File: src/lor_pkg.sv
// constants and carrier types for the configuration readback handler
// assumes frames arrive already split into protected id, data and checksum status
package lor_pkg;
    localparam logic [7:0] LOR_REQ_PID = 8'h3C;
    localparam logic [7:0] LOR_RESP_PID = 8'h7D;
    localparam logic [7:0] LOR_APP_CMD = 8'h80;
    localparam logic [6:0] LOR_CMD_HALF1 = 7'h04;
    localparam logic [6:0] LOR_CMD_HALF2 = 7'h05;
    localparam logic [7:0] LOR_FILL = 8'hFF;
    localparam logic [7:0] LOR_ADDR_TOP = 8'hC0;
    // apb byte addresses
    localparam logic [7:0] LOR_OFS_CFG = 8'h00;
    localparam logic [7:0] LOR_OFS_COEF_A = 8'h04;
    localparam logic [7:0] LOR_OFS_COEF_B = 8'h08;
    localparam logic [7:0] LOR_OFS_COEF_C = 8'h0C;
    localparam logic [7:0] LOR_OFS_STATUS = 8'h10;
    // configuration word field positions
    localparam int LOR_CFG_ADDR_LSB = 0;
    localparam int LOR_CFG_RESTRICT = 6;
    localparam int LOR_CFG_LOCK1 = 7;
    localparam int LOR_CFG_SLOW = 8;
    localparam int LOR_CFG_DIAG_OFF = 9;
    localparam int LOR_CFG_DEFAULT = 10;
    localparam int LOR_CFG_ERR_OFF = 11;
    localparam int LOR_CFG_TW = 12;
    localparam int LOR_CFG_LOCK2 = 13;
    localparam int LOR_CFG_MODF = 14;
    localparam int LOR_CFG_THC = 15;
    localparam int LOR_CFG_GROUP_LSB = 16;
    localparam logic [19:0] LOR_CFG_RST = 20'h00000;
    localparam logic [7:0] LOR_COEF_RST = 8'h00;

    typedef struct packed {
        logic [3:0] group_number;
        logic threshold_control_option;
        logic modulation_frequency_option;
        logic second_lock_bit;
        logic thermal_warning_level;
        logic error_report_disable;
        logic default_option;
        logic diagnostics_disable;
        logic slow_bitrate;
        logic first_lock_bit;
        logic command_restriction_bit;
        logic [5:0] node_address;
    } lor_cfg_t;

    typedef struct packed {
        logic [7:0] pid;
        logic [63:0] data;
        logic csum_ok;
    } lor_frame_t;
endpackage : lor_pkg

File: src/lor_readback.sv
// configuration readback command handler with apb access to the settings
// assumes a lin link layer delivers master frames and response headers as pulses
// Notes on behaviour
// (RL1) report settings in halves, codes 04/05
// (RL2) master makes one exchange per half
// (RL3) request 3C, answer in 7D response
// (RL4) request: 80, command, address, fill, checksum; the handler does not check the fill bytes
// (RL5) half1 byte5: lock1, restriction, address
// (RL6) half1 bytes6-8: a11, a12, a13
// (RL7) half2 bytes2-7 coefficients, byte1 address
// (RL8) half2 byte8: lock2, modf, 1, thc, group
// (RL9) restriction keeps only colour and brightness
// (RL10) half1 bytes2-4 option encoding
`timescale 1ns/1ns
module lor_readback #(
    parameter logic [7:0] SHORT_COLOR_PID = 8'h01,
    parameter logic [7:0] BRIGHTNESS_PID = 8'h02
) (
    input wire logic pclk,
    input wire logic presetn,
    input wire logic psel,
    input wire logic penable,
    input wire logic pwrite,
    input wire logic [7:0] paddr,
    input wire logic [31:0] pwdata,
    output logic [31:0] prdata,
    output logic pready,
    output logic pslverr,
    input wire logic req_valid,
    input wire lor_pkg::lor_frame_t req_frame,
    input wire logic hdr_valid,
    input wire logic [7:0] hdr_pid,
    output logic tx_valid,
    output logic [63:0] tx_data,
    output logic [7:0] tx_csum,
    output logic fwd_valid,
    output lor_pkg::lor_frame_t fwd_frame
);
    typedef enum logic {LOR_IDLE, LOR_ARMED} lor_state_t;

    // classic checksum: inverted carry-wrapped sum of data bytes
    function automatic logic [7:0] lor_csum(input logic [63:0] d);
        logic [8:0] s;
        s = 9'h000;
        for (int i = 0; i < 8; i++) begin
            s = {1'b0, s[7:0]} + {1'b0, d[i*8 +: 8]};
            s = {1'b0, s[7:0]} + {8'h00, s[8]};
        end
        return ~s[7:0];
    endfunction : lor_csum

    lor_pkg::lor_cfg_t cfg_r, cfg_nxt;
    logic [7:0] coef_r [9];
    logic [7:0] coef_nxt [9];
    logic [31:0] prdata_r, prdata_nxt;
    logic pready_r, pready_nxt, pslverr_r, pslverr_nxt;
    logic [7:0] served_r, served_nxt, ignored_r, ignored_nxt;
    lor_state_t state_r, state_nxt;
    logic half_r, half_nxt;
    logic tx_valid_r, tx_valid_nxt;
    logic [63:0] tx_data_r, tx_data_nxt;
    logic [7:0] tx_csum_r, tx_csum_nxt;
    logic fwd_valid_r, fwd_valid_nxt;
    lor_pkg::lor_frame_t fwd_frame_r, fwd_frame_nxt;
    logic apb_acc, allowed, is_req, addr_ok;
    logic [63:0] half1, half2;

    assign prdata = prdata_r;
    assign pready = pready_r;
    assign pslverr = pslverr_r;
    assign tx_valid = tx_valid_r;
    assign tx_data = tx_data_r;
    assign tx_csum = tx_csum_r;
    assign fwd_valid = fwd_valid_r;
    assign fwd_frame = fwd_frame_r;

    // one wait state, then the access completes
    assign apb_acc = psel && penable && !pready_r;

    always_comb begin
        cfg_nxt = cfg_r;
        coef_nxt = coef_r;
        prdata_nxt = 32'h00000000;
        pslverr_nxt = 1'b0;
        pready_nxt = apb_acc;
        if (apb_acc) begin
            case (paddr)
                lor_pkg::LOR_OFS_CFG: begin
                    if (pwrite) cfg_nxt = pwdata[19:0];
                    prdata_nxt = {12'h000, cfg_r};
                end
                lor_pkg::LOR_OFS_COEF_A: begin
                    if (pwrite) {coef_nxt[3], coef_nxt[2], coef_nxt[1], coef_nxt[0]} = pwdata;
                    prdata_nxt = {coef_r[3], coef_r[2], coef_r[1], coef_r[0]};
                end
                lor_pkg::LOR_OFS_COEF_B: begin
                    if (pwrite) {coef_nxt[7], coef_nxt[6], coef_nxt[5], coef_nxt[4]} = pwdata;
                    prdata_nxt = {coef_r[7], coef_r[6], coef_r[5], coef_r[4]};
                end
                lor_pkg::LOR_OFS_COEF_C: begin
                    if (pwrite) coef_nxt[8] = pwdata[7:0];
                    prdata_nxt = {24'h000000, coef_r[8]};
                end
                lor_pkg::LOR_OFS_STATUS: begin
                    prdata_nxt = {14'h0, half_r, state_r == LOR_ARMED, ignored_r, served_r};
                end
                default: begin
                    pslverr_nxt = 1'b1;
                end
            endcase
        end
    end

    always_ff @(posedge pclk or negedge presetn) begin
        if (!presetn) begin
            cfg_r <= lor_pkg::LOR_CFG_RST;
            for (int i = 0; i < 9; i++) coef_r[i] <= lor_pkg::LOR_COEF_RST;
            prdata_r <= 32'h00000000;
            pready_r <= 1'b0;
            pslverr_r <= 1'b0;
        end else begin
            cfg_r <= cfg_nxt;
            coef_r <= coef_nxt;
            prdata_r <= prdata_nxt;
            pready_r <= pready_nxt;
            pslverr_r <= pslverr_nxt;
        end
    end

    // (RL10) half1 option byte encoding
    // (RL5) half1 lock, restriction, address
    // (RL6) half1 row-one coefficients
    assign half1 = {coef_r[2], coef_r[1], coef_r[0],
        cfg_r.first_lock_bit, cfg_r.command_restriction_bit, cfg_r.node_address,
        cfg_r.default_option, cfg_r.error_report_disable, cfg_r.thermal_warning_level, 5'h1F,
        lor_pkg::LOR_FILL,
        6'h3F, cfg_r.slow_bitrate, cfg_r.diagnostics_disable,
        lor_pkg::LOR_ADDR_TOP | {2'b00, cfg_r.node_address}};
    // (RL8) half2 status byte
    // (RL7) half2 address and coefficients
    assign half2 = {cfg_r.second_lock_bit, cfg_r.modulation_frequency_option, 1'b1,
        cfg_r.threshold_control_option, cfg_r.group_number,
        coef_r[8], coef_r[7], coef_r[6], coef_r[5], coef_r[4], coef_r[3],
        lor_pkg::LOR_ADDR_TOP | {2'b00, cfg_r.node_address}};

    // (RL9) restriction passes only colour and brightness
    assign allowed = !cfg_r.command_restriction_bit || req_frame.pid == SHORT_COLOR_PID
        || req_frame.pid == BRIGHTNESS_PID;
    assign addr_ok = req_frame.data[23:16] == (lor_pkg::LOR_ADDR_TOP | {2'b00, cfg_r.node_address});
    // (RL4) request id, checksum, 80, command and address checked before it is taken; fill bytes are not checked
    assign is_req = req_frame.pid == lor_pkg::LOR_REQ_PID && req_frame.csum_ok
        && req_frame.data[7:0] == lor_pkg::LOR_APP_CMD && req_frame.data[15] && addr_ok
        && (req_frame.data[14:8] == lor_pkg::LOR_CMD_HALF1
        || req_frame.data[14:8] == lor_pkg::LOR_CMD_HALF2);

    always_comb begin
        state_nxt = state_r;
        half_nxt = half_r;
        served_nxt = served_r;
        ignored_nxt = ignored_r;
        tx_valid_nxt = 1'b0;
        tx_data_nxt = tx_data_r;
        tx_csum_nxt = tx_csum_r;
        fwd_valid_nxt = 1'b0;
        fwd_frame_nxt = fwd_frame_r;
        case (state_r)
            LOR_IDLE, LOR_ARMED: begin
                // (RL3) answer only the slave response header
                if (state_r == LOR_ARMED && hdr_valid && hdr_pid == lor_pkg::LOR_RESP_PID) begin
                    tx_valid_nxt = 1'b1;
                    tx_data_nxt = half_r ? half2 : half1;
                    tx_csum_nxt = lor_csum(half_r ? half2 : half1);
                    served_nxt = served_r + 8'h01;
                    state_nxt = LOR_IDLE;
                end
                if (req_valid) begin
                    state_nxt = LOR_IDLE;
                    if (!allowed) begin
                        ignored_nxt = ignored_r + 8'h01;
                    end else if (is_req) begin
                        // (RL1) command code picks the half
                        half_nxt = req_frame.data[14:8] == lor_pkg::LOR_CMD_HALF2;
                        state_nxt = LOR_ARMED;
                    end else begin
                        fwd_valid_nxt = 1'b1;
                        fwd_frame_nxt = req_frame;
                    end
                end
            end
            default: begin
                state_nxt = LOR_IDLE;
            end
        endcase
    end

    always_ff @(posedge pclk or negedge presetn) begin
        if (!presetn) begin
            state_r <= LOR_IDLE;
            half_r <= 1'b0;
            served_r <= 8'h00;
            ignored_r <= 8'h00;
            tx_valid_r <= 1'b0;
            tx_data_r <= 64'h0000000000000000;
            tx_csum_r <= 8'h00;
            fwd_valid_r <= 1'b0;
            fwd_frame_r <= '0;
        end else begin
            state_r <= state_nxt;
            half_r <= half_nxt;
            served_r <= served_nxt;
            ignored_r <= ignored_nxt;
            tx_valid_r <= tx_valid_nxt;
            tx_data_r <= tx_data_nxt;
            tx_csum_r <= tx_csum_nxt;
            fwd_valid_r <= fwd_valid_nxt;
            fwd_frame_r <= fwd_frame_nxt;
        end
    end
endmodule : lor_readback

File: config.mk
export PLATFORM = sky130hd
export DESIGN_NAME = lor_readback
export DESIGN_NICKNAME = d
export VERILOG_FILES = /design/src/lor_pkg.sv /design/src/lor_readback.sv
export SDC_FILE = /design/constraint.sdc
export NUM_CORES = 1
export LEC_CHECK = 0
export BUFFER_PORTS_ARGS = -buffer_cell sky130_fd_sc_hd__buf_2
export CAP_MARGIN = 20
export CORE_ASPECT_RATIO = 1.4
export CORE_UTILIZATION = 55
export CTS_BUF_LIST = sky130_fd_sc_hd__clkbuf_8 sky130_fd_sc_hd__clkbuf_16
export DETAILED_ROUTE_END_ITERATION = 8
export PLACE_DENSITY = 0.84
export SYNTH_ARGS = -nofsm -noshare
export SYNTH_HDL_FRONTEND = slang
export SYNTH_SLANG_ARGS = --single-unit
File: constraint.sdc
create_clock -name pclk -period 31.3 [get_ports pclk]
set_clock_uncertainty 0.1 [all_clocks]
set_input_delay 6.26 -clock pclk [delete_from_list [all_inputs] [get_ports pclk]]
set_output_delay 6.26 -clock pclk [all_outputs]
set_load 0.01 [all_outputs]
# == Word-level counts from Yosys, hierarchy flattened ==
# Cells that the tools add are included.
# W data, S select, Z words.
# totals
register_bits,291
inputBits,128
word_cells,103
# classes
add_sub_neg,16
n_eq_ne,12
mux,13
n_bitwise,3
reduce_logical,24
# op_table
operator,count
$pmux W32 S5,1
$mux W64,1
$add A8 B8 Y9,7
$add A8 B1 Y8,7
$mux W32,1
$reduce_and A3 Y1,6
$add A8 B1 Y8 const B,2
$eq A8 B4 Y1 const B,2
$eq A7 B3 Y1 const B,2
$mux W1,10
$logic_and A1 B1 Y1,9
$eq A8 B1 Y1 const B,1
$eq A8 B2 Y1 const B,1
$eq A8 B3 Y1 const B,1
$eq A8 B5 Y1 const B,1
$eq A8 B6 Y1 const B,1
$eq A8 B7 Y1 const B,1
$eq A8 B8 Y1,1
$eq A8 B8 Y1 const B,1
$logic_not A8 Y1,1
$not A8 Y8,1
$reduce_or A5 Y1,1
$logic_or A1 B1 Y1,3
$logic_not A1 Y1,2
3 further kinds,4

# == Logic depth before layout (Yosys ltp) ==
# depth
word_depth,16
depth_mapped,76
depth_no_buf,75

# == Worst setup path before layout ==
# OpenSTA, ideal clock, no wires.
# synth_path
kind,register -> register
startpoint,register half_r
endpoint,register tx_csum_r[6] (netlist: tx_csum[6])
setup_ps,136
t_arrival_ps,13940
required_time_ps,31064
path_slack_ps,17123
stages_incl_launch_ff,67
n_path_buf,1
synth_period_minus_slack_ps,14177
cell_sequence,dfrtp_1 > clkbuf_1 > mux2_2 > ha_1 > fa_1 > a211oi_1 > o21bai_1 > a21oi_1 > nand3b_1 > ha_1 > ha_1 > and2_1 > nor2_1 > ha_1 > nor2b_1 > o31a_1 > o31a_1 > o21ai_0 > [31 not listed] > a311o_1 > a21oi_1 > o21bai_1 > a21o_1 > ha_1 > ha_1 > fa_1 > a211oi_1 > o21a_1 > o21bai_1 > a21o_1 > ha_1 > ha_1 > nand2_1 > nor3_1 > nand3_1 > xor2_1 > o21ai_0
# synth_via
elab_chain_cells,16
# synth_rtl
element,line,rtl
from (decl),lor_readback.sv:59,"logic half_r, half_nxt;"
from (signal assigned),lor_readback.sv:209,half_r <= half_nxt;
$mux W64 *,lor_readback.sv:172,tx_csum_nxt = lor_csum(half_r ? half2 : half1);
$add A8 B8 Y9,lor_readback.sv:46,"s = {1'b0, s[7:0]} + {1'b0, d[i*8 +: 8]};"
$add A8 B1 Y8,lor_readback.sv:47,"s = {1'b0, s[7:0]} + {8'h00, s[8]};"
$add A8 B8 Y9,lor_readback.sv:46,
$add A8 B1 Y8,lor_readback.sv:47,
$add A8 B8 Y9,lor_readback.sv:46,
$add A8 B1 Y8,lor_readback.sv:47,
$add A8 B8 Y9,lor_readback.sv:46,
$add A8 B1 Y8,lor_readback.sv:47,
$add A8 B8 Y9,lor_readback.sv:46,
$add A8 B1 Y8,lor_readback.sv:47,
$add A8 B8 Y9,lor_readback.sv:46,
$add A8 B1 Y8,lor_readback.sv:47,
$add A8 B8 Y9 *,lor_readback.sv:46,
$add A8 B1 Y8 *,lor_readback.sv:47,
$not A8 Y8 *,lor_readback.sv:49,return ~s[7:0];
to (signal assigned),lor_readback.sv:214,tx_csum_r <= tx_csum_nxt;
to (decl),lor_readback.sv:62,"logic [7:0] tx_csum_r, tx_csum_nxt;"
# Every way passes the cells marked *; elsewhere a longest branch is shown, timed or not.
# A chain may end at the register's enable or synchronous reset.

# == Final worst setup path ==
# Ends and elaborated chain as after synthesis.

==> impl_metrics.ini <==
[status]
outcome = finished clean

[global_routing]
grt_pass1_wl_mm = 65.3
grt_pass1_vias = 11500
track_usage_pct = 31.1
antenna_found_initial = 4
grt_max_degree = 132
grt-ovfl-total = 0

[worst_setup_path]
crit_path_max_fanout = 12
path_delay_family = adder cells
crit_buf_inv = 0
end_kind = flop
startpoint_type = flop
slowest_delay_ns = 0.49
cp.required_ns = 31.63
reg2regPathDepth = 67
cp.arrival_ns = 15.53
crit_top_cell = ha_1
critPathSlowestCell = dfrtp_2
crit_type = reg2reg
worstSetupPathDepth = 67

[synth]
synth-edff-count = 0
yosysWarnings = 0
synth_compound_area_share_pct = 7.98
yosys.area_share.simple_pct = 8.04
seq_area_frac_synth_pct = 47.7
synth_ff_type = dfrtp_1
synth.distinct_cells = 63
synth_top_family_by_area = multiplexers
yosys.area_share.xor_xnor_pct = 5.63
synthMuxAreaShare_pct = 21.7
syn-num-nets = 1432
synth_area_sq_um = 15200
synth_fa_ha_area_share_pct = 6.67
avgSynthCellArea_sq_um = 12.4
async_reset_ff_share_pct = 100
netlist_instances = 1227
ys_ff_latch = 290

[clock_network]
root_buffer = clkbuf_16
htree_num_levels = 1
cts_tree = built
post_cts_buffers = 0
clk_pin_slew_ns = 0.06
insertion_delay_ns = 0.56
cts_buffers = 29
cts_buffer_depth = 3
postCtsHoldBufs = 0
ctsResizeCount = 0
clock-sinks = 290

[routing]
post_drt_wl_per_cell_um = 22.8
drtAntennaViolNets = 0
drc = 0
dr.pass1.iters = 5
vias = 11200
wirelength_mm = 43.7
viasPerCell = 5.84
drt-initial-drc-count = 744

[sta]
fin_tns_setup_ns = 0
relSlewSlack_pct = 32.3
finalMaxSlewViolations = 0
finalCriticalPeriod_ns = 15.20
hold_violations = 0
setup_viol = 0
tightest_slew_ns = 1.01
rsz0062_at_grt = no
hold_ws_ns = 0.354
fin_crit_sh_pct = 48.6
max_freq_ghz = 0.0658

[placement]
dpl_cell_area_sq_um = 17100
port_buffers = 308
place.gp.congestion = 0.950
dp_hpwl_mm = 33.0

[die]
die_y_um = 199
fp-row-count = 71
start_util_pct = 56.4
dieArea_sq_um = 28400
die_w_um = 143
core_sq_um = 27000
io_pins = 309

[layout]
area_growth_pct = 18.8
drive_gt1_share_pct = 41.4
finalNetCount = 1734
most-common-layout-cells = 307 x buf_2, 289 x dfrtp_1, 197 x mux2_2
seqCellArea_sq_um = 7260
final_common_cell = buf_2
final_cell_area_sq_um = 18100
fillCellCount = 1988
multi_input_area_sq_um = 7630

[power]
p_leak_nw = 9.34
ir_drop_v = 0.0000389
p_per_area_nw_per_um2 = 48.1

[min_path]
holdCritPathClass = reg2reg
min_path_cells = 1

[flow_run]
maxCapViolations = 0
[worst reg2reg max path, delay by kind of cell, from the launching register on]
| kind | cells | cell delay [ns] |
|---|---|---|
| adders and majority gates | 22 | 6.11 |
| and+or+nand+nor | 12 | 1.33 |
| xor gates and xnor gates | 4 | 0.68 |
| AOI/OAI and AO/OA | 28 | 6.00 |
| muxes | 1 | 0.39 |
| DFF | 1 | 0.49 |
[layer usage]
layer / routed length (um) / vias up / global-route usage, %
met2: 22200 / 516 / 55.5
met4: 3360 / 0 / 22.9
met5: 0 / - / 0
met3: 2870 / 133 / 5.58
li1: - / 5033 / -
met1: 15300 / 5523 / 32.6
[registers in the layout, summed over array words and instances, names as in the netlist]
| signal | count |
|---|---|
| coef_r | 72 |
| tx_data | 63 |
| tx_csum | 8 |
| tx_valid | 1 |
| state_r | 1 |
| fwd_valid | 1 |
| prdata | 32 |
| pslverr | 1 |
| fwd_frame | 73 |
| half_r | 1 |
| pready | 1 |
| ignored_r | 8 |
| cfg_r | 20 |
| served_r | 8 |
[path summary, 6_finish.rpt]
path	end	start	slack [ns]
min	pslverr	pready	0.35
min in group asynchronous	fwd_frame[47]	presetn	5.71
max reg2reg	tx_csum[6]	half_r	16.10
max in group asynchronous	prdata[11]	presetn	23.88
min reg2reg	pslverr	pready	0.35
max	tx_csum[6]	half_r	16.10
[Yosys cell counts (all sizes together) (2+ instances only)]
cell / n / share of area [%]
a311o: 2 / 0.13
nand2b: 24 / 0.99
nor4: 6 / 0.29
nor3b: 2 / 0.099
mux2i: 20 / 1.3
o21ai: 32 / 1.1
xor3: 3 / 0.47
and3: 12 / 0.49
nand2: 55 / 1.4
inv: 19 / 0.47
o31a: 4 / 0.23
o21a: 6 / 0.30
fa: 7 / 0.92
a221oi: 6 / 0.35
or3: 3 / 0.12
a21o: 15 / 0.74
a21oi: 38 / 1.2
o21ba: 2 / 0.13
ha: 70 / 5.8
mux2: 256 / 20
nor2b: 5 / 0.21
xor2: 37 / 2.1
nor4b: 2 / 0.12
nor3: 13 / 0.57
o22a: 12 / 0.69
and2: 5 / 0.21
xnor3: 3 / 0.44
or3b: 2 / 0.12
nand3b: 2 / 0.099
dfrtp: 290 / 48
nor2: 81 / 2.0
a211oi: 12 / 0.59
xnor2: 45 / 2.6
buf: 24 / 1.2
nand3: 19 / 0.62
or2: 4 / 0.16
o21bai: 15 / 0.74
nand4: 10 / 0.41
o31ai: 2 / 0.099
clkbuf: 26 / 0.64
a22oi: 24 / 1.2
[logic make-up (layout without fill, tap and decap cells)]
| family | count (synthesis) | in the layout |
|---|---|---|
| xor gates and xnor gates | 88 | 88 |
| and+or+nand+nor | 248 | 248 |
| DFF | 290 | 290 |
| adders and majority gates | 77 | 77 |
| AOI/OAI and AO/OA | 179 | 179 |
| buffers and inverters | 69 | 391 |
| muxes | 276 | 276 |
| other | 0 | 4 |
[area by class of cell]
class,instances,share of cell area [%]
diodes,4,0.0554
clock buffers,36,4.55
clock inverters,15,0.893
inverters,19,0.394
multi-input cells,868,42.2
flip-flops and latches,290,40.1
well taps,365,2.53
repair buffers,321,9.23
[report_power, final]
part | leakage, nW | internal [W] | switching (W) | total, W
combinational | 4.98 | 0.0000554 | 0.0000626 | 0.000118
sequential | 3.87 | 0.000386 | 0.00000754 | 0.000394
clock | 0.491 | 0.000210 | 0.000148 | 0.000357
[through the flow]
| step | setup slack [ns] | util [%] | total power [W] | std cells |
|---|---|---|---|---|
| floorplan | 17.12 | - | 0.000471 | 1227 |
| global placement | 16.66 | 63.2 | 0.000513 | 1862 |
| detailed placement | 16.34 | 63.2 | 0.000517 | 1862 |
| CTS | 16.23 | 66.8 | 0.000874 | 1913 |
| global route | 15.08 | 66.9 | 0.000902 | 1917 |
| finish | 16.10 | 67.0 | 0.000869 | 1918 |
Note: power is estimated with default switching activity, not from simulation.
